File: src/core/kwuhr_pkg.sv
// Package for the key wakeup halt release block: register map, fields and reset values.
// Assumes a classic Wishbone slave with 32-bit data and byte addresses.
package kwuhr_pkg;

  localparam int unsigned KWUHR_N_KEYS = 4;

  // Register byte offsets.
  localparam logic [7:0] KWUHR_OFS_ENABLE  = 8'h00;
  localparam logic [7:0] KWUHR_OFS_SYSCTL  = 8'h04;
  localparam logic [7:0] KWUHR_OFS_PORTDAT = 8'h08;
  localparam logic [7:0] KWUHR_OFS_STATUS  = 8'h0c;

  // Field positions in system_control_1.
  localparam int unsigned KWUHR_SC_HALT_BIT = 0;
  localparam int unsigned KWUHR_SC_RELM_BIT = 1;

  // Field positions in the status register.
  localparam int unsigned KWUHR_ST_HALTED_BIT = 0;
  localparam int unsigned KWUHR_ST_WARMUP_BIT = 1;
  localparam int unsigned KWUHR_ST_BOUNCE_BIT = 2;

  // Values after reset.
  localparam logic [3:0] KWUHR_ENABLE_RST = 4'h0;
  localparam logic       KWUHR_RELM_RST   = 1'b1;

  // Warm-up length in cycles before the core is released.
  localparam logic [7:0] KWUHR_WARMUP_CYCLES = 8'h10;

  typedef enum logic [1:0] {
    KWUHR_RUN,
    KWUHR_HALT,
    KWUHR_WARMUP
  } kwuhr_state_t;

  typedef struct packed {
    logic [31:0] adr;
    logic [31:0] dat;
    logic [3:0]  sel;
    logic        we;
    logic        cyc;
    logic        stb;
  } kwuhr_wb_req_t;

  typedef struct packed {
    logic [31:0] dat;
    logic        ack;
  } kwuhr_wb_rsp_t;

endpackage : kwuhr_pkg

File: src/core/kwuhr_sync.sv
// Three-stage synchroniser with agreement filter for one asynchronous pin.
// Assumes the pin is asynchronous to ref_clk_in; output changes once stages two and three agree.
`timescale 1ns/10ps
module kwuhr_sync (
  input  wire logic ref_clk_in,
  input  wire logic reset_in,
  input  wire logic pin_in,
  input  wire logic rst_val_in,
  output logic      level_out
);
  import kwuhr_pkg::*;

  typedef struct packed {
    logic s1;
    logic s2;
    logic s3;
    logic lvl;
  } kwuhr_sync_st_t;

  kwuhr_sync_st_t st_r;
  kwuhr_sync_st_t st_nxt;

  always_comb begin
    st_nxt     = st_r;
    st_nxt.s1  = pin_in;
    st_nxt.s2  = st_r.s1;
    st_nxt.s3  = st_r.s2;
    if (st_r.s2 == st_r.s3) begin
      st_nxt.lvl = st_r.s3;
    end
  end

  // Reset is synchronous, so the reset level comes from a port without hazard.
  always_ff @(posedge ref_clk_in) begin
    if (reset_in) begin
      st_r <= '{s1: rst_val_in, s2: rst_val_in, s3: rst_val_in, lvl: rst_val_in};
    end else begin
      st_r <= st_nxt;
    end
  end

  assign level_out = st_r.lvl;

endmodule : kwuhr_sync

File: src/core/kwuhr_top.sv
// Key wakeup halt release: Wishbone registers, pin synchronisers and the halt state machine.
// Assumes halt_release_pin_in and key_wake_pins_in are raw asynchronous pins, and the core
// holds halt_request_in for one cycle when its halt instruction executes.
//
// Notes on behaviour
// [RULE1] Halt is left on the halt-release pin or any of four key pins.
// [RULE2] Enable register holds one enable bit per key wakeup pin.
// [RULE3] Software sets each used key pin as input before halting.
// [RULE4] Halt mode is entered through a bit of system control register one.
// [RULE5] A low level on any enabled key pin releases halt.
// [RULE6] Key pin levels are readable; software checks enabled pins high first.
// [RULE7] In edge mode software disables key pins or holds them high.
// [RULE8] Release condition present at halt entry starts warm-up at once, no halt.
// [RULE9] The halt-release pin has no enable and always takes part.
// [RULE10] External circuit holds the halt-release pin low when keys release.
// [RULE11] Level mode: pin high, keys low release; edge mode: pin rising only.
// [RULE12] Enabled key pins must not double as analog inputs.
// [RULE13] Release request ORs pin condition with enabled key lows, continuously.
//
// The Wishbone register port and the placing of the registers are this design's own decisions.
`timescale 1ns/10ps
module kwuhr_top (
  input  wire logic                     ref_clk_in,
  input  wire logic                     reset_in,
  input  wire kwuhr_pkg::kwuhr_wb_req_t wb_req_in,
  output kwuhr_pkg::kwuhr_wb_rsp_t      wb_rsp_out,
  input  wire logic                     halt_release_pin_in,
  input  wire logic [3:0]               key_wake_pins_in,
  input  wire logic                     halt_request_in,
  output logic                          halted_out,
  output logic                          warmup_out,
  output logic                          core_run_out
);
  import kwuhr_pkg::*;

  ////////////////////////////////////////////////////////////////////////////////
  // Pin synchronisers.

  logic                    rel_pin_sync;
  logic [KWUHR_N_KEYS-1:0] key_sync;

  kwuhr_sync u_rel_sync (
    .ref_clk_in (ref_clk_in),
    .reset_in   (reset_in),
    .pin_in     (halt_release_pin_in),
    .rst_val_in (1'b0),
    .level_out  (rel_pin_sync)
  );

  // Key pins idle high through their pull-ups, so they start high.
  for (genvar g = 0; g < KWUHR_N_KEYS; g++) begin : g_key
    kwuhr_sync u_key_sync (
      .ref_clk_in (ref_clk_in),
      .reset_in   (reset_in),
      .pin_in     (key_wake_pins_in[g]),
      .rst_val_in (1'b1),
      .level_out  (key_sync[g])
    );
  end

  ////////////////////////////////////////////////////////////////////////////////
  // State.

  typedef struct packed {
    kwuhr_state_t            state;
    logic [KWUHR_N_KEYS-1:0] key_wake_enable_reg;
    logic                    halt_arm;
    logic                    relm;
    logic                    rel_pin_prev;
    logic                    bounce;
    logic [7:0]              warm_cnt;
    logic                    ack;
    logic [31:0]             rdat;
  } kwuhr_top_st_t;

  kwuhr_top_st_t st_r;
  kwuhr_top_st_t st_nxt;

  logic                    wb_hit;
  logic                    key_release;
  logic                    pin_release;
  logic                    release_req;
  logic                    halt_go;
  logic [31:0]             rd_mux;

  ////////////////////////////////////////////////////////////////////////////////
  // Release condition.

  always_comb begin
    // Pin has no enable bit, so it always takes part. [RULE9]
    key_release = |(st_r.key_wake_enable_reg & ~key_sync); // [RULE5] [RULE2]
    if (st_r.relm) begin
      pin_release = rel_pin_sync; // [RULE11]
    end else begin
      // Edge mode: pin releases on a rising edge, keys are ignored. [RULE11]
      pin_release = rel_pin_sync & ~st_r.rel_pin_prev;
      key_release = 1'b0;
    end
    release_req = pin_release | key_release; // [RULE13] [RULE1]
  end

  ////////////////////////////////////////////////////////////////////////////////
  // Register bus decode.

  assign wb_hit  = wb_req_in.cyc & wb_req_in.stb & ~st_r.ack;
  assign halt_go = halt_request_in & st_r.halt_arm; // [RULE4]

  always_comb begin
    rd_mux = 32'h0000_0000;
    case (wb_req_in.adr[7:0])
      KWUHR_OFS_ENABLE: begin
        rd_mux[KWUHR_N_KEYS-1:0] = st_r.key_wake_enable_reg;
      end
      KWUHR_OFS_SYSCTL: begin
        rd_mux[KWUHR_SC_HALT_BIT] = st_r.halt_arm;
        rd_mux[KWUHR_SC_RELM_BIT] = st_r.relm;
      end
      KWUHR_OFS_PORTDAT: begin
        rd_mux[KWUHR_N_KEYS-1:0] = key_sync; // [RULE6]
        rd_mux[KWUHR_N_KEYS]     = rel_pin_sync;
      end
      KWUHR_OFS_STATUS: begin
        rd_mux[KWUHR_ST_HALTED_BIT] = (st_r.state == KWUHR_HALT);
        rd_mux[KWUHR_ST_WARMUP_BIT] = (st_r.state == KWUHR_WARMUP);
        rd_mux[KWUHR_ST_BOUNCE_BIT] = st_r.bounce;
      end
      default: begin
        rd_mux = 32'h0000_0000;
      end
    endcase
  end

  ////////////////////////////////////////////////////////////////////////////////
  // Next state.

  always_comb begin
    st_nxt              = st_r;
    st_nxt.rel_pin_prev = rel_pin_sync;
    st_nxt.ack          = wb_hit;
    if (wb_hit) begin
      st_nxt.rdat = rd_mux;
    end

    if (wb_hit && wb_req_in.we && wb_req_in.sel[0]) begin
      case (wb_req_in.adr[7:0])
        KWUHR_OFS_ENABLE: begin
          st_nxt.key_wake_enable_reg = wb_req_in.dat[KWUHR_N_KEYS-1:0]; // [RULE2]
        end
        KWUHR_OFS_SYSCTL: begin
          st_nxt.halt_arm = wb_req_in.dat[KWUHR_SC_HALT_BIT]; // [RULE4]
          st_nxt.relm     = wb_req_in.dat[KWUHR_SC_RELM_BIT];
        end
        KWUHR_OFS_STATUS: begin
          // Writing one clears the sticky flag; a new event in the same cycle wins below.
          if (wb_req_in.dat[KWUHR_ST_BOUNCE_BIT]) begin
            st_nxt.bounce = 1'b0;
          end
        end
        default: begin
        end
      endcase
    end

    case (st_r.state)
      KWUHR_RUN: begin
        if (halt_go) begin
          st_nxt.halt_arm = 1'b0;
          st_nxt.warm_cnt = KWUHR_WARMUP_CYCLES;
          // A release already pending skips halt; a high pin or low enabled key counts in both modes. [RULE8]
          if (release_req || rel_pin_sync || (|(st_r.key_wake_enable_reg & ~key_sync))) begin
            st_nxt.state  = KWUHR_WARMUP;
            st_nxt.bounce = 1'b1;
          end else begin
            st_nxt.state = KWUHR_HALT;
          end
        end
      end
      KWUHR_HALT: begin
        st_nxt.warm_cnt = KWUHR_WARMUP_CYCLES;
        if (release_req) begin // [RULE13] [RULE1]
          st_nxt.state = KWUHR_WARMUP;
        end
      end
      KWUHR_WARMUP: begin
        // The warm-up stands in for oscillator settling before the core runs again.
        if (st_r.warm_cnt == 8'h01) begin
          st_nxt.state = KWUHR_RUN;
        end else begin
          st_nxt.warm_cnt = st_r.warm_cnt - 8'h01;
        end
      end
      default: begin
        st_nxt.state = KWUHR_RUN;
      end
    endcase
  end

  always_ff @(posedge ref_clk_in) begin
    if (reset_in) begin
      st_r.state               <= KWUHR_RUN;
      st_r.key_wake_enable_reg <= KWUHR_ENABLE_RST;
      st_r.halt_arm            <= 1'b0;
      st_r.relm                <= KWUHR_RELM_RST;
      st_r.rel_pin_prev        <= 1'b0;
      st_r.bounce              <= 1'b0;
      st_r.warm_cnt            <= 8'h00;
      st_r.ack                 <= 1'b0;
      st_r.rdat                <= 32'h0000_0000;
    end else begin
      st_r <= st_nxt;
    end
  end

  ////////////////////////////////////////////////////////////////////////////////
  // Outputs.

  assign wb_rsp_out.ack = st_r.ack;
  assign wb_rsp_out.dat = st_r.rdat;
  assign halted_out     = (st_r.state == KWUHR_HALT);
  assign warmup_out     = (st_r.state == KWUHR_WARMUP);
  assign core_run_out   = (st_r.state == KWUHR_RUN);

endmodule : kwuhr_top

File: config.mk
export PLATFORM = sky130hd
export DESIGN_NAME = kwuhr_top
export DESIGN_NICKNAME = d
export VERILOG_FILES = /design/src/core/kwuhr_pkg.sv /design/src/core/kwuhr_sync.sv /design/src/core/kwuhr_top.sv
export SDC_FILE = /design/constraint.sdc
export NUM_CORES = 1
export LEC_CHECK = 0
export ABC_AREA = 1
export BUFFER_PORTS_ARGS = -buffer_cell sky130_fd_sc_hd__buf_2
export CORE_MARGIN = 10
export CORE_UTILIZATION = 46
export DETAILED_ROUTE_END_ITERATION = 16
export HOLD_SLACK_MARGIN = 0.02
export PLACE_DENSITY = 0.87
export SLEW_MARGIN = 10
export SYNTH_ARGS = -nofsm -noshare
export SYNTH_HDL_FRONTEND = slang
export SYNTH_HIERARCHICAL = 1
export SYNTH_SLANG_ARGS = --single-unit
File: constraint.sdc
create_clock -name ref_clk_in -period 1.75 [get_ports ref_clk_in]
set_input_delay 0.175 -clock ref_clk_in [delete_from_list [all_inputs] [get_ports ref_clk_in]]
set_output_delay 0.175 -clock ref_clk_in [all_outputs]
set_load 0.05 [all_outputs]
## Word-level counts from Yosys, hierarchy flattened

Index checks and enable logic that the tools add are counted.

| word-level totals | value |
|---|---|
| bits in registers | 44 |
| input port bits | 79 |
| output and inout bits | 36 |
| logic and storage cells | 89 |

| cells by class | value |
|---|---|
| add/subtract/negate cells | 1 |
| eq/ne operators | 15 |
| multiplexer cells | 23 |
| bitwise logic cells | 9 |
| reduce and logical (&&, ||, !) cells | 12 |

Operators by type and width:

| operator | count |
|---|---|
| case mux 8 bit (3 select lines) | 1 |
| == test 8 x 4 -> 1 bit, second input constant | 2 |
| two-way mux 2 bit | 6 |
| two-way mux 1 bit | 10 |
| two-way mux 9 bit | 1 |
| == test 8 x 1 -> 1 bit, second input constant | 1 |
| == test 8 x 3 -> 1 bit, second input constant | 1 |
| zero test 8 bit | 1 |
| two-way mux 8 bit | 1 |
| case mux 2 bit (4 select lines) | 1 |
| subtractor 8 x 1 -> 8 bit, second input constant | 1 |
| != test 2 x 1 -> 1 bit, second input constant | 3 |
| case mux 2 bit (3 select lines) | 1 |
| AND reduction 3 bit | 2 |
| == test 1 bit | 5 |
| bitwise AND 1 bit | 4 |
| bitwise AND 4 bit | 1 |
| inverter 4 bit | 1 |
| AND reduction 2 bit | 2 |
| OR reduction 4 bit | 1 |
| case mux 1 bit (3 select lines) | 1 |
| nonzero test 3 bit | 1 |
| == test 2 x 1 -> 1 bit, second input constant | 1 |
| == test 2 bit, second input constant | 1 |
| 7 further kinds | 10 |

## Logic depth before layout (Yosys ltp)

| logic depth | value |
|---|---|
| depth after elaboration | 10 |
| gate-level depth with buffers | 11 |
| gate-level depth less buffers | 11 |

## By module

Netlist, hierarchy kept.

By module, submodules not included:

| module | instances | cells each | area each (um2) | seq. area each (um2) |
|---|---|---|---|---|
| kwuhr_top | 1 | 254 | 1681.6 | 480.5 |
| kwuhr_sync | 5 | 17 | 142.6 | 90.1 |

## Least setup slack after synthesis

Ideal clock, no wire load.

| timing path | value |
|---|---|
| kind | register to register |
| start point | register st_r[49] in the netlist's numbering |
| end point | register st_r[36] in the netlist's numbering |
| setup time | 113 ps |
| data arrival time | 1605 ps |
| data required time | 1637 ps |
| setup slack | 33 ps |
| stages on the path, launching flop included | 12 |
| buffers on the path | 0 |
| clock period less this slack | 1717 ps |
| path through | dfxtp_1 -> inv_1 -> ha_1 -> inv_2 -> nor2_1 -> nor2_4 -> nand2_8 -> inv_4 -> nand2_1 -> nand2_1 -> nand2_1 -> nor2_1 |

| between the ends | value |
|---|---|
| longest elaborated chain between the ends | 3 |
| elaborated cells between the ends (all ways) | 8 |
| those cells by class | 4 x eq/ne; 1 x mux; 3 x reduce/logical |

RTL lines:

| what | RTL line | source |
|---|---|---|
| from (decl) | kwuhr_top.sv:76 | `kwuhr_top_st_t st_r;` |
| from (signal assigned) | kwuhr_top.sv:210 | `st_r <= st_nxt;` |
| zero test 2 bit (*) | -- |  |
| via core_run_out | kwuhr_top.sv:32 | `output logic core_run_out` |
| != test 2 x 1 -> 1 bit (no line) / nonzero test 3 bit (equally long branches) | -- |  |
| AND reduction 3 bit (no line) | -- |  |

The timed path passes the listed nets; every way through them passes the cells marked *.
A chain may end at the register's enable or synchronous reset.

## Worst setup path in the final report

| timing path | value |
|---|---|
| start point | register st_r[49] in the netlist's numbering |
| end point | output warmup_out |

| between the ends | value |
|---|---|
| longest elaborated chain between the ends | 1 |

RTL lines:

| what | RTL line | source |
|---|---|---|
| == test 2 bit | kwuhr_top.sv:220 | `assign warmup_out = (st_r.state == KWUHR_WARMUP);` |
| to (decl) | kwuhr_top.sv:31 | `output logic warmup_out,` |

No other way between the ends.

==> flow_summary.ini <==
[power_and_ir_drop]
p_sw_uw = 1178
p_seq_share_pct = 41.3
swShare_pct = 40.80
p_int_uw = 1710
cellPowerDensity_mw_per_mm2 = 1116
ir_worst_vdd_mv = 0.3770
share_comb_of_total_power_pct = 36.9
power_leakage_uw = 0.001290
p_clk_share_pct = 21.8

[global_route]
grt_overflow = 0
grt_max_degree = 25
antenna_found_initial = 0
grt_usage_pct = 11.39
grt_pass1_wl_um = 8107
grt_pass1_vias = 1869

[drt]
routed_via_density = 4.516
wl_per_cell_um = 11.06
first_iter_violations = 105
detail-route-antenna-nets = 0
num_vias = 2005
wl_um = 4912
drc = 0
dr.pass1.iters = 4

[final_layout]
area_growth_syn_to_layout_pct = 8.098
layout.nets = 458
drive_above_1_share_pct = 15.78
final_cells = 444
antennaDiodeCount = 0
fillers = 509
final_core_util_pct = 51.01

[floorplan]
core_area_mm2 = 0.005075
die_h_um = 92.16
row_count = 26
initial_core_util_pct = 47.19
io_pins = 115
dieWidth_um = 92.16
die_area_mm2 = 0.008493

[sta]
rsz0062_at_grt = false
timing.fmax_mhz = 631.7
fin_tns_setup_ns = 0
timing.final.crit_period_ns = 1.583
fin_crit_sh_pct = 90.46
hold_viol = 0
fin_skew_ns = 0.01137
fin_ws_ns = 0.1669
setup_violations = 0
slew_violations = 0

[cts]
clock_path_buffers = 2
path_clk_slew_ns = 0.08
hold_buffers = 0
cts_buffers = 5
clock_latency_ns = 0.30
root_buffer = clkbuf_8
cts_tree = yes
cts.repair.resized = 0
post_cts_buffers = 0
cts_sinks = 44
htreeDepth = 2

[yosys]
synth_cells = 339
synth.distinct_cells = 29
synth-async-reset-ratio_pct = 0
synth.avg_cell_area_um2 = 7.064
synth_area_mm2 = 0.002395
synth_top_flop_cell = dfxtp_1
synth_edf_count = 5
synth-seq-cells = 44
ys_seq_area_share_pct = 38.87
yosys_warnings = 6

[setup_path]
path_cells = inv_1 > ha_1 > buf_2
crit_arrival_ns = 1.41
cpPeakStageDelay_ns = 0.35
path_max_fanout = 6
crit_required_ns = 1.57
endpoint_kind = output port
cp_slowest_cell = dfxtp_1
crit_type = register to output port
start_kind = register

[worst_hold_path]
hold_path.class = input pin to register

[placed_design]
post-place-ws_ns = 0.2032
dp.cells = 436
gp_congestion = 0.8598
portBuffers = 32
hpwl_um = 3918

[run]
maxCapViolCount = 0

[outcome]
status = finished clean
synth_stat cells, types with 3 or more instances:
master,instances,area share [%]
nand3_1,30,6.3
a21oi_1,14,2.9
o21ai_0,14,2.9
buf_4,33,10
o21ai_1,8,1.7
nor2_1,32,5.0
nand2_1,89,14
dfxtp_1,39,33
inv_1,36,5.6
nand2_2,3,0.78
edfxtp_1,5,6.3
inv_2,6,0.94
nor2_4,4,1.9
ha_1,6,3.1
power by group through the flow:
| stage | logic (uW) | registers (uW) | clock network [uW] |
|---|---|---|---|
| 6_report | 1070 | 1190 | 629 |
| 5_1_grt | 1180 | 1200 | 693 |
| 4_1_cts | 1060 | 1190 | 648 |
| 3_5_place_dp | 1060 | 1220 | 0 |
| 3_3_place_gp | 1020 | 1210 | 0 |
| 2_1_floorplan | 927 | 1200 | 0 |
logic make-up (layout without fill, tap and decap cells):
family / Yosys count / count (layout) / synth area share (%)
other: 2 / 32 / 0.3136
XOR/XNOR: 1 / 1 / 0.3658
buffers and inverters: 81 / 86 / 18.08
AND/OR/NAND/NOR: 167 / 167 / 31.03
AO/OA/AOI/OAI: 38 / 38 / 8.203
flip-flops: 44 / 44 / 38.87
adder cells (fa/ha/maj): 6 / 6 / 3.135
through the flow:
stage	hold slack (ns)	power (uW)	area (um2)
2_1_floorplan	0.2441	2125	2507
3_3_place_gp	0.3631	2231	2501
3_5_place_dp	0.3676	2272	2501
4_1_cts	0.05506	2905	2589
5_1_grt	0.05281	3083	2589
6_report	0.06037	2888	2589
final timing paths:
kind                                               startpoint                       endpoint  slack (ns)  cells after the start
worst max-delay path                                 st_r[49]                     warmup_out        0.17                      3
worst min-delay path                      key_wake_pins_in[0]  g_key[0].u_key_sync/st_nxt[2]        0.06                      3
worst max register to register                       st_r[49]                       st_r[40]        0.18                     10
worst min register to register  g_key[3].u_key_sync/st_nxt[2]  g_key[3].u_key_sync/st_nxt[1]        0.42                      2
worst max-delay path, delay by kind of cell (launching register included):
family / cells / cell delay, ns
buf+inv: 2 / 0.42
fa+ha+maj: 1 / 0.34
flops: 1 / 0.35
metal layers:
layer,share of wire [%],track usage [%]
met1,42,11.88
met2,50,20.18
met3,5.8,3.749
met4,2.6,5.398
met5,0,0
layout make-up:
class                           count  area (um2)  share of cell area (%)
Clock buffer                        5       68.82                   2.658
Clock inverter                      3       18.77                  0.7250
Inverter                           45       171.4                   6.622
Multi-Input combinational cell    244        1144                   44.18
Sequential cell                    44       930.9                   35.96
Tap cell                           70       87.58                   3.383
Timing Repair Buffer               33       167.7                   6.477
layout by cell type (no fill, tap or decap), drive strengths merged:
cell,instances
nand4,1
inv,43
ha,6
nor3,2
nand3,30
edfxtp,5
clkinv,3
conb,32
xor2,1
clkbuf,5
nor3b,1
nor2,38
nand2,94
buf,33
dfxtp,39
o211ai,1
nand3b,1
o21ai,22
clkinvlp,2
a21oi,15
sequential cells by signal, summed over array words and instances, names as in the netlist:
register / cells
st_r: 18
u_rel_sync/level_out: 1
g_key.u_key_sync/st_nxt: 8
g_key.u_key_sync/level_out: 4
g_key.u_key_sync/st_r: 4
u_rel_sync/st_r: 1
u_rel_sync/st_nxt: 2
wb_rsp_out: 6
Power figures use the tool's default switching activity.
